## config.mk

```make
export PLATFORM = sky130hd
export DESIGN_NAME = scrr_channel
export DESIGN_NICKNAME = d
export VERILOG_FILES = /design/src/common/scrr_pkg.sv /design/src/design/scrr_baud_tick.sv /design/src/design/scrr_channel.sv
export SDC_FILE = /design/constraint.sdc
export NUM_CORES = 1
export LEC_CHECK = 0
export BUFFER_PORTS_ARGS = -buffer_cell sky130_fd_sc_hd__buf_2
export CELL_PAD_IN_SITES_DETAIL_PLACEMENT = 1
export CELL_PAD_IN_SITES_GLOBAL_PLACEMENT = 1
export CORE_MARGIN = 5
export CORE_UTILIZATION = 45
export CTS_BUF_LIST = sky130_fd_sc_hd__clkbuf_4 sky130_fd_sc_hd__clkbuf_8 sky130_fd_sc_hd__clkbuf_16
export DETAILED_ROUTE_END_ITERATION = 7
export PLACE_DENSITY = 0.82
export SLEW_MARGIN = 10
export SYNTH_ARGS = -nofsm -noshare
export SYNTH_HDL_FRONTEND = slang
export SYNTH_HIERARCHICAL = 1
export SYNTH_SLANG_ARGS = --single-unit
```

## constraint.sdc

```tcl
create_clock -name i_core_clk -period 3.4 [get_ports i_core_clk]
set_input_delay 0.34 -clock i_core_clk [delete_from_list [all_inputs] [get_ports i_core_clk]]
set_output_delay 0.34 -clock i_core_clk [all_outputs]
set_load 0.1 [all_outputs]
```

## src/common/scrr_pkg.sv

```systemverilog
// package of constants for the serial channel recovery and receive block
package scrr_pkg;
  localparam int unsigned CLK_MHZ = 250;
  // channel_mode_field encodings
  localparam logic [2:0] MODE_DISABLED = 3'h0;
  localparam logic [2:0] MODE_SYNC = 3'h1;
  localparam logic [2:0] MODE_TWO_WIRE = 3'h2;
  localparam logic [2:0] MODE_ASYNC7 = 3'h4;
  localparam logic [2:0] MODE_ASYNC8 = 3'h5;
  localparam logic [2:0] MODE_ASYNC9 = 3'h6;
  // serial_mode_register field positions
  localparam int unsigned MR_MODE_LSB = 0;
  localparam int unsigned MR_STOP_BIT = 4;
  localparam int unsigned MR_PARITY_ODD_BIT = 5;
  localparam int unsigned MR_PARITY_EN_BIT = 6;
  localparam int unsigned MR_RESERVED_BIT = 7;
  // reset values
  localparam logic [7:0] MR_RESET = 8'h00;
  localparam logic [15:0] BAUD_DIV_RESET = 16'h0000;
  localparam logic [8:0] RX_BUF_RESET = 9'h000;
  // data width per async mode
  localparam logic [3:0] LEN_7 = 4'h7;
  localparam logic [3:0] LEN_8 = 4'h8;
  localparam logic [3:0] LEN_9 = 4'h9;
  typedef enum logic [2:0] {
    SCRR_IDLE, SCRR_START, SCRR_DATA, SCRR_PARITY, SCRR_STOP1, SCRR_STOP2
  } scrr_rx_state_t;
endpackage : scrr_pkg

```

## src/design/scrr_baud_tick.sv

```systemverilog
// baud tick generator: sixteen ticks per bit
`timescale 1ns/100ps
module scrr_baud_tick #(
  parameter int unsigned DIV_W = 16
) (
  // clock and reset
  input wire logic i_core_clk,
  input wire logic i_srst,
  input wire logic i_ce,
  // control
  input wire logic i_run,
  input wire logic [DIV_W-1:0] i_div,
  // tick
  output logic o_tick
);
  logic [DIV_W-1:0] cnt_reg;
  logic [DIV_W-1:0] cnt_next;
  logic tick_reg;
  logic tick_next;

  always_comb begin
    cnt_next = cnt_reg;
    tick_next = 1'b0;
    if (!i_run) begin
      cnt_next = '0;
    end else if (cnt_reg >= i_div) begin
      cnt_next = '0;
      tick_next = 1'b1;
    end else begin
      cnt_next = cnt_reg + 1'b1;
    end
  end

  always_ff @(posedge i_core_clk) begin
    if (i_srst) begin
      cnt_reg <= '0;
      tick_reg <= 1'b0;
    end else if (i_ce) begin
      cnt_reg <= cnt_next;
      tick_reg <= tick_next;
    end
  end

  assign o_tick = tick_reg & i_ce;
endmodule : scrr_baud_tick

```

## src/design/scrr_channel.sv

```systemverilog
// serial channel: mode control, async receiver and two-wire bus event requests
`timescale 1ns/100ps
// Functional notes
// - mode field zero disables channel and resets its internal circuit; receive buffer, complete flag, rts and request flag are kept.
// - mode field one selects clocked synchronous serial operation.
// - clearing tx_enable or rx_enable disables that direction, per channel.
// - receive clock starts from falling edge of the start bit.
// - line rechecked low mid start bit before data is sampled.
// - full character moves to receive buffer and sets receive complete flag.
// - request_to_send_out goes low when software reads the receive buffer.
// - pending request flag cleared by interrupt acceptance or software write.
// - two-wire mode requests on START, STOP, ACK/receive done, NACK/transmit done.
// - parity enable zero disables parity; stop select zero means one stop bit.
module scrr_channel #(
  parameter int unsigned CHANNEL = 0,
  parameter int unsigned DIV_W = 16
) (
  // clock and reset
  input wire logic i_core_clk,
  input wire logic i_srst,
  input wire logic i_ce,
  // control bits from software
  input wire logic [7:0] i_serial_mode_register,
  input wire logic i_tx_enable,
  input wire logic i_rx_enable,
  input wire logic [DIV_W-1:0] i_baud_rate_divider,
  // receive buffer read and flag control
  input wire logic i_rx_buf_read,
  input wire logic i_irq_accept,
  input wire logic i_irq_flag_write,
  input wire logic i_irq_flag_wdata,
  // two-wire bus events from the bus engine
  input wire logic i_tw_start_det,
  input wire logic i_tw_stop_det,
  input wire logic i_tw_ack_or_rx_done,
  input wire logic i_tw_nack_or_tx_done,
  // line
  input wire logic i_serial_data_in,
  // status
  output logic [8:0] o_receive_buffer,
  output logic o_receive_complete_flag,
  output logic o_parity_error,
  output logic o_framing_error,
  output logic o_overrun_error,
  output logic o_request_to_send_out,
  output logic o_pending_request_flag,
  output logic o_channel_active,
  output logic o_sync_mode,
  output logic o_tx_active,
  output logic o_rx_active
);
  logic rxd_meta_reg;
  logic rxd_sync_reg;
  logic rxd_prev_reg;
  logic tick;
  logic [2:0] mode;
  logic async_mode;
  logic [3:0] char_len;

  scrr_pkg::scrr_rx_state_t st_reg;
  scrr_pkg::scrr_rx_state_t st_next;
  logic [3:0] os_reg;
  logic [3:0] os_next;
  logic [3:0] bit_reg;
  logic [3:0] bit_next;
  logic [8:0] shift_reg;
  logic [8:0] shift_next;
  logic par_reg;
  logic par_next;
  logic [8:0] buf_reg;
  logic [8:0] buf_next;
  logic full_reg;
  logic full_next;
  logic pe_reg;
  logic pe_next;
  logic fe_reg;
  logic fe_next;
  logic ore_reg;
  logic ore_next;
  logic rts_n_reg;
  logic rts_n_next;
  logic irq_reg;
  logic irq_next;

  function automatic logic [3:0] scrr_len(input logic [2:0] m);
    unique case (m)
      scrr_pkg::MODE_ASYNC7: scrr_len = scrr_pkg::LEN_7;
      scrr_pkg::MODE_ASYNC9: scrr_len = scrr_pkg::LEN_9;
      default: scrr_len = scrr_pkg::LEN_8;
    endcase
  endfunction : scrr_len

  assign mode = i_serial_mode_register[scrr_pkg::MR_MODE_LSB +: 3];
  assign async_mode = (mode == scrr_pkg::MODE_ASYNC7) || (mode == scrr_pkg::MODE_ASYNC8)
    || (mode == scrr_pkg::MODE_ASYNC9);
  assign char_len = scrr_len(mode);

  // line passes two flops before use
  always_ff @(posedge i_core_clk) begin
    if (i_srst) begin
      rxd_meta_reg <= 1'b1;
      rxd_sync_reg <= 1'b1;
      rxd_prev_reg <= 1'b1;
    end else if (i_ce) begin
      rxd_meta_reg <= i_serial_data_in;
      rxd_sync_reg <= rxd_meta_reg;
      rxd_prev_reg <= rxd_sync_reg;
    end
  end

  scrr_baud_tick #(
    .DIV_W(DIV_W)
  ) u_tick (
    .i_core_clk(i_core_clk),
    .i_srst(i_srst),
    .i_ce(i_ce),
    .i_run(st_reg != scrr_pkg::SCRR_IDLE),
    .i_div(i_baud_rate_divider),
    .o_tick(tick)
  );

  always_comb begin
    st_next = st_reg;
    os_next = os_reg;
    bit_next = bit_reg;
    shift_next = shift_reg;
    par_next = par_reg;
    buf_next = buf_reg;
    full_next = full_reg;
    pe_next = pe_reg;
    fe_next = fe_reg;
    ore_next = ore_reg;
    rts_n_next = rts_n_reg;
    if (i_rx_buf_read) begin
      full_next = 1'b0;
      rts_n_next = 1'b0;
    end
    if (mode == scrr_pkg::MODE_DISABLED) begin
      st_next = scrr_pkg::SCRR_IDLE;
      os_next = '0;
      bit_next = '0;
      shift_next = '0;
      pe_next = 1'b0;
      fe_next = 1'b0;
      ore_next = 1'b0;
    end else if (!i_rx_enable || !async_mode) begin
      st_next = scrr_pkg::SCRR_IDLE;
    end else begin
      unique case (st_reg)
        scrr_pkg::SCRR_IDLE: begin
          if (rxd_prev_reg && !rxd_sync_reg) begin
            st_next = scrr_pkg::SCRR_START;
            os_next = '0;
          end
        end
        scrr_pkg::SCRR_START: begin
          if (tick) begin
            os_next = os_reg + 4'h1;
            if (os_reg == 4'h7) begin
              if (rxd_sync_reg) begin
                st_next = scrr_pkg::SCRR_IDLE;
              end else begin
                st_next = scrr_pkg::SCRR_DATA;
                os_next = '0;
                bit_next = '0;
                shift_next = '0;
                par_next = 1'b0;
              end
            end
          end
        end
        default: begin
          if (tick) begin
            os_next = os_reg + 4'h1;
            if (os_reg == 4'hf) begin
              os_next = '0;
              unique case (st_reg)
                scrr_pkg::SCRR_DATA: begin
                  shift_next[bit_reg] = rxd_sync_reg;
                  par_next = par_reg ^ rxd_sync_reg;
                  bit_next = bit_reg + 4'h1;
                  if (bit_reg == char_len - 4'h1) begin
                    st_next = i_serial_mode_register[scrr_pkg::MR_PARITY_EN_BIT]
                      ? scrr_pkg::SCRR_PARITY : scrr_pkg::SCRR_STOP1;
                  end
                end
                scrr_pkg::SCRR_PARITY: begin
                  pe_next = (par_reg ^ rxd_sync_reg)
                    != i_serial_mode_register[scrr_pkg::MR_PARITY_ODD_BIT];
                  st_next = scrr_pkg::SCRR_STOP1;
                end
                scrr_pkg::SCRR_STOP1: begin
                  fe_next = !rxd_sync_reg;
                  // stop select zero gives one stop bit
                  if (i_serial_mode_register[scrr_pkg::MR_STOP_BIT] && rxd_sync_reg) begin
                    st_next = scrr_pkg::SCRR_STOP2;
                  end else begin
                    st_next = scrr_pkg::SCRR_IDLE;
                  end
                end
                default: begin
                  fe_next = !rxd_sync_reg;
                  st_next = scrr_pkg::SCRR_IDLE;
                end
              endcase
              if ((st_reg == scrr_pkg::SCRR_STOP1 && st_next == scrr_pkg::SCRR_IDLE)
                  || st_reg == scrr_pkg::SCRR_STOP2) begin
                buf_next = shift_reg;
                ore_next = full_reg && !i_rx_buf_read;
                full_next = 1'b1;
                rts_n_next = 1'b1;
              end
            end
          end
        end
      endcase
    end
  end

  always_comb begin
    irq_next = irq_reg;
    if (i_irq_accept) begin
      irq_next = 1'b0;
    end
    if (i_irq_flag_write) begin
      irq_next = i_irq_flag_wdata;
    end
    // two-wire bus events; set beats clear
    if (mode == scrr_pkg::MODE_TWO_WIRE) begin
      if (i_tw_start_det || i_tw_stop_det || i_tw_ack_or_rx_done || i_tw_nack_or_tx_done) begin
        irq_next = 1'b1;
      end
    end else if (!full_reg && full_next && mode != scrr_pkg::MODE_DISABLED) begin
      irq_next = 1'b1;
    end
  end

  always_ff @(posedge i_core_clk) begin
    if (i_srst) begin
      st_reg <= scrr_pkg::SCRR_IDLE;
      os_reg <= '0;
      bit_reg <= '0;
      shift_reg <= '0;
      par_reg <= 1'b0;
      buf_reg <= scrr_pkg::RX_BUF_RESET;
      full_reg <= 1'b0;
      pe_reg <= 1'b0;
      fe_reg <= 1'b0;
      ore_reg <= 1'b0;
      rts_n_reg <= 1'b0;
      irq_reg <= 1'b0;
    end else if (i_ce) begin
      st_reg <= st_next;
      os_reg <= os_next;
      bit_reg <= bit_next;
      shift_reg <= shift_next;
      par_reg <= par_next;
      buf_reg <= buf_next;
      full_reg <= full_next;
      pe_reg <= pe_next;
      fe_reg <= fe_next;
      ore_reg <= ore_next;
      rts_n_reg <= rts_n_next;
      irq_reg <= irq_next;
    end
  end

  assign o_receive_buffer = buf_reg;
  assign o_receive_complete_flag = full_reg;
  assign o_parity_error = pe_reg;
  assign o_framing_error = fe_reg;
  assign o_overrun_error = ore_reg;
  assign o_request_to_send_out = rts_n_reg;
  assign o_pending_request_flag = irq_reg;
  assign o_channel_active = (mode != scrr_pkg::MODE_DISABLED);
  assign o_sync_mode = (mode == scrr_pkg::MODE_SYNC);
  assign o_tx_active = i_tx_enable && (mode != scrr_pkg::MODE_DISABLED);
  assign o_rx_active = (st_reg != scrr_pkg::SCRR_IDLE);
endmodule : scrr_channel

```

==> Yosys cells after proc, flatten, opt, wreduce, memory -nomap -nowiden <==
Cells that the tools add are included.
{ "word_totals": {"regBits": 56, "input_bits": 38, "out_inout_bits": 19} }
{ "classes": {"addsub": 4, "magnitude_cmp": 3, "eq_ne": 27, "muxes": 97, "n_bitwise": 6, "reduce_logical": 46} }
{ "op_table": {"columns": ["op", "count"], "rows": [
  ["two-way mux 9 bit", 8],
  ["two-way mux 4 bit", 16],
  ["two-way mux 1 bit", 46],
  ["two-way mux 3 bit", 15],
  ["two-way mux 16 bit", 2],
  ["case mux 4 bit (2 select lines)", 3],
  ["AND reduction 6 bit", 4],
  ["case mux 9 bit (2 select lines)", 1],
  ["adder 16 x 1 -> 16 bit (second input constant)", 1],
  [">= comparator 16 bit", 1],
  ["equality test 3 bit (second input constant)", 5],
  ["nonzero test 3 bit", 5],
  ["!= test 3 bit (second input constant)", 4],
  ["!= test 4 bit (second input constant)", 3],
  ["nonzero test 2 bit", 6],
  ["bitwise mux 9 bit", 1],
  ["equality test 3 x 2 -> 1 bit (second input constant)", 3],
  ["logical NOT 3 bit", 3],
  ["case mux 3 bit (3 select lines)", 1],
  ["AND reduction 9 bit", 1],
  ["adder 4 x 1 -> 4 bit (second input constant)", 2],
  ["logical AND 1 bit", 8],
  ["!= test 2 bit (second input constant)", 4],
  ["AND reduction 8 bit", 1],
  ["other kinds (23)", 39]
]} }

==> Longest topological paths before layout <==
{ "logic_depth": {"word_depth": 24, "mapped_depth": 10, "depth_no_buf": 8} }

==> Cells and area by module <==
Netlist, hierarchy kept.
{ "modules_own_cells": {"columns": ["mod", "instances", "cells_per_inst", "area_per_inst_um2", "seq_area_each_um2"], "rows": [
  ["scrr_channel", 1, 233, 2049.5, 780.7],
  ["scrr_baud_tick", 1, 154, 1251.2, 340.3]
]} }

==> Worst setup path before layout <==
No wires, ideal clock.
{ "synth_path": {"path_kind": "input to output", "startpoint": "input i_serial_mode_register[1]", "endpoint": "output o_sync_mode", "arrival_time_ns": 2.552, "required_ns": 3.060, "path_slack_ns": 0.508, "stages": 1, "path_cell_list": "nor3b_1"} }
{ "synth_between": {"elab_chain_cells": 1} }
{ "synth_lines": {"columns": ["item", "line_no", "source"], "rows": [
  ["start, declared", "scrr_channel.sv:23", "input wire logic [7:0] i_serial_mode_register,"],
  ["equality test 3 x 1 -> 1 bit", "scrr_channel.sv:276", "assign o_sync_mode = (mode == scrr_pkg::MODE_SYNC);"],
  ["end, declared", "scrr_channel.sv:48", "output logic o_sync_mode,"]
]} }
No other way between the ends.

==> Worst setup path after layout <==
{ "layout_path": {"startpoint": "register u_tick.cnt_reg[9]", "endpoint": "register u_tick.cnt_reg[9]"} }
{ "layout_between": {"elab_chain_cells": 3, "elab_cells_between_ends": 4} }
{ "layout_lines": {"columns": ["item", "line_no", "source"], "rows": [
  ["start, declared", "scrr_baud_tick.sv:16", "logic [DIV_W-1:0] cnt_reg;"],
  ["start signal, assigned", "scrr_baud_tick.sv:39", "cnt_reg <= cnt_next;"],
  ["adder 16 x 1 -> 16 bit or >= comparator 16 bit (tied branches)", "scrr_baud_tick.sv:30, scrr_baud_tick.sv:26", null],
  ["two-way mux 16 bit *", "scrr_baud_tick.sv:26", "end else if (cnt_reg >= i_div) begin"],
  ["two-way mux 16 bit *", "scrr_baud_tick.sv:24", "if (!i_run) begin"]
]} }
Mark *: on every way between the ends. The rest lies on a longest branch, timed or not.
A chain may end at the register's enable or synchronous reset.

==> metrics.txt <==
status=completed; Primary FF master, synth=dfxtp_1; max FFs per register=16; final hold vios=0; CTS Buf Count=5; sw power=330 µW; CTS Hold Bufs=0; Hold Crit Class=in -> reg; worst slew pin tran=0.743 ns; peak supply drop=0.000177 V; hold path cells=3; min Tclk post-route=2.78 ns; I/O pins=57; combinational power share=10.1%; clock group share of total power=33.9%; Die Span Y=95.6 µm; initial DRC count=115; leakage power=0.00162 µW; Initial Utilization=45.8%; detailed-router iteration count before antenna repair=4; maximum fanout along the worst path=20; area leader, netlist=dfxtp_1; sequential area share after synthesis=34.0%; achievable frequency=359 MHz; chip width=95.6 µm; required time worst endpoint=3.65 ns; Synth warnings=6; row cnt=31; setup slack after layout=0.615 ns; GR Overflow Total=0; CTS root buf=clkbuf_8; total wire length=8.37 mm; pre-CTS setup slack=0.600 ns; post-synthesis async set-or-reset flop share=0%; layout cells sized above 1=18.3%; setup TNS=0 ns; number of synthesized register bits=56; vias per cell=5.64; Pint=856 µW; Seq pwr share=56.0%; share of the synthesized area in the top cell type=34.0%; Critical Path AT=3.03 ns; post-layout net count=497; setup repair after global routing missed its margin=no; Startpoint Class=register; # DRC=0; max_slew headroom=50.5%; # resized after CTS=0; Core Area=7210 µm²; H-tree level count=2; Max Cap Viol=0; Syn Area/Cell=8.53 µm²; CTS tree=done; Hold WS=0.260 ns; Worst-Skew Late Latency=0.32 ns; Tot GR Track Use=18.6%; die footprint=9150 µm²; ANT cells=0; initial antenna violation count=0; Tcrit/Tclk final=81.9%; Post-synth EDFFs=0; clk_skew=0.0173 ns; max-slew violations=0; Mapped Cells=387; # Post-CTS Setup Buffers=0; ANT nets after route=0; P per Cell Area=319 nW/µm²; Sw Share=27.8%; Mapped Nets=447; final setup vio count=0; total clock sinks=56; Setup Crit Path Kind=reg -> reg; DP HPWL=6.41 mm; IO buf count=54; routability congestion estimate=0.805; area delta synth->final=12.9%; crit path capture type=register; synth top area cells=dfxtp_1 (34%), ha_1 (8.3%), mux2i_1 (7.6%), nand2_1 (4.7%), nand3_1 (3.5%); unique cell type count in the Yosys netlist=64; Reg2Reg Depth=8; Post-Syn Area=3300 µm²; Reg clk slew, reported paths=0.11 ns; per-cell routed wire length=15.6 µm; vias in the first global route=3,041; first-pass GRT wire length=13.8 mm; Max Root-Sink Buffers=2; largest net degree at the start of global routing=25; via count=3,031
kinds of logic after synthesis:
kind of cell / Yosys count / synth area share, %
xor+xnor: 5 / 1.33
fa+ha+maj: 22 / 8.34
simple gates: 159 / 25.2
compound gates: 83 / 18.2
buf+inv: 37 / 5.38
flops: 56 / 34.0
mux: 25 / 7.58
path summary, 6_finish.rpt:
check	from	endpoint	slack [ns]
max	u_tick/cnt_reg[9]	u_tick/cnt_reg[9]	0.62
min	i_serial_data_in	rxd_meta_reg	0.26
max reg2reg	u_tick/cnt_reg[9]	u_tick/cnt_reg[9]	0.62
min reg2reg	shift_reg[0]	shift_reg[0]	0.47
critical path, stage by stage, from the launching register on:
cell	delay, ns
dfxtp_1	0.46
ha_1	0.29
a21o_1	0.16
a221o_1	0.37
a2111oi_4	0.37
o21a_1	0.66
buf_4	0.23
nand2_2	0.04
a31oi_1	0.14
power by group through the flow:
stage          clock, µW  combinational (µW)  sequential (µW)
5_1_grt              445                 131              666
3_5_place_dp           0                 120              680
4_1_cts              417                 121              665
2_1_floorplan          0                73.9              683
3_3_place_gp           0                 115              680
6_report             402                 120              665
stage by stage:
| step | cell area (µm²) | cells | total power (µW) | util [%] |
|---|---|---|---|---|
| 3_3_place_gp | 3620 | 529 | 795 | 50.2 |
| 4_1_cts | 3720 | 537 | 1200 | 51.6 |
| 2_1_floorplan | 3300 | 387 | 757 | - |
| 3_5_place_dp | 3620 | 529 | 800 | 50.2 |
| 5_1_grt | 3720 | 537 | 1240 | 51.6 |
| 6_report | 3720 | 537 | 1190 | 51.6 |
placed cells by master, fill, tap and decap left out, types with 2 or more instances in the layout:
cell type and count:
dfxtp_1 56, buf_2 54, nand2_1 41, nor2_1 29, mux2i_1 25, inv_1 24
nand3_1 23, ha_1 22, a21oi_1 15, o21ai_0 11, nor2b_1 8, and2_1 8
nand2b_1 7, a31oi_1 7, nor3_1 6, a21o_1 6, nor3b_1 5, o21ai_1 5
and3_1 5, nand4_1 5, clkbuf_8 5, o2bb2ai_1 4, a22o_1 4, o21a_1 3
nor4_1 3, a211oi_1 3, xnor2_1 3, or2_2 3, a21oi_2 3, nor3_2 2
nand4b_1 2, nor4b_1 2, o21ai_2 2, o221ai_1 2, o22ai_1 2, nand3b_1 2
buf_4 2, xor2_1 2
cell usage after synthesis, types with 2 or more instances:
cell type  number
clkbuf_1        6
or2_2           3
ha_1           22
nand4_1         5
nand2b_1        7
o22ai_1         2
nor2b_1         8
nor4b_1         2
and2_1          8
o221ai_1        2
o21a_1          3
xnor2_1         3
a21o_1          6
nor3b_1         5
mux2i_1        25
o2bb2ai_1       4
nor2_1         29
nor3_1          6
nand3_1        23
a21oi_2         3
buf_2           3
a31oi_1         7
and3_1          5
nand4b_1        2
inv_1          24
o21ai_2         2
nor4_1          3
nand3b_1        2
a22o_1          4
nor3_2          2
buf_6           2
o21ai_0        11
nand2_1        41
a21oi_1        15
o21ai_1         5
xor2_1          2
a211oi_1        3
dfxtp_1        56
layout make-up:
cell class	instances	area, µm²
clock buffer	5	68.8
multi-input combinational	294	2000
sequential	56	1120
timing repair buffer	56	285
clock inverter	3	33.8
fill	919	3490
tap	99	124
inverter	24	90.1
routing by layer:
| metal | up-vias | track usage (%) | share of wire [%] |
|---|---|---|---|
| met5 | - | 0 | 0 |
| met4 | 0 | 3.91 | 0.57 |
| met3 | 4 | 3.08 | 3.1 |
| met2 | 55 | 32.9 | 51 |
| met1 | 1485 | 23.8 | 46 |
| li1 | 1487 | - | - |
Power figures use the tool's default switching activity.
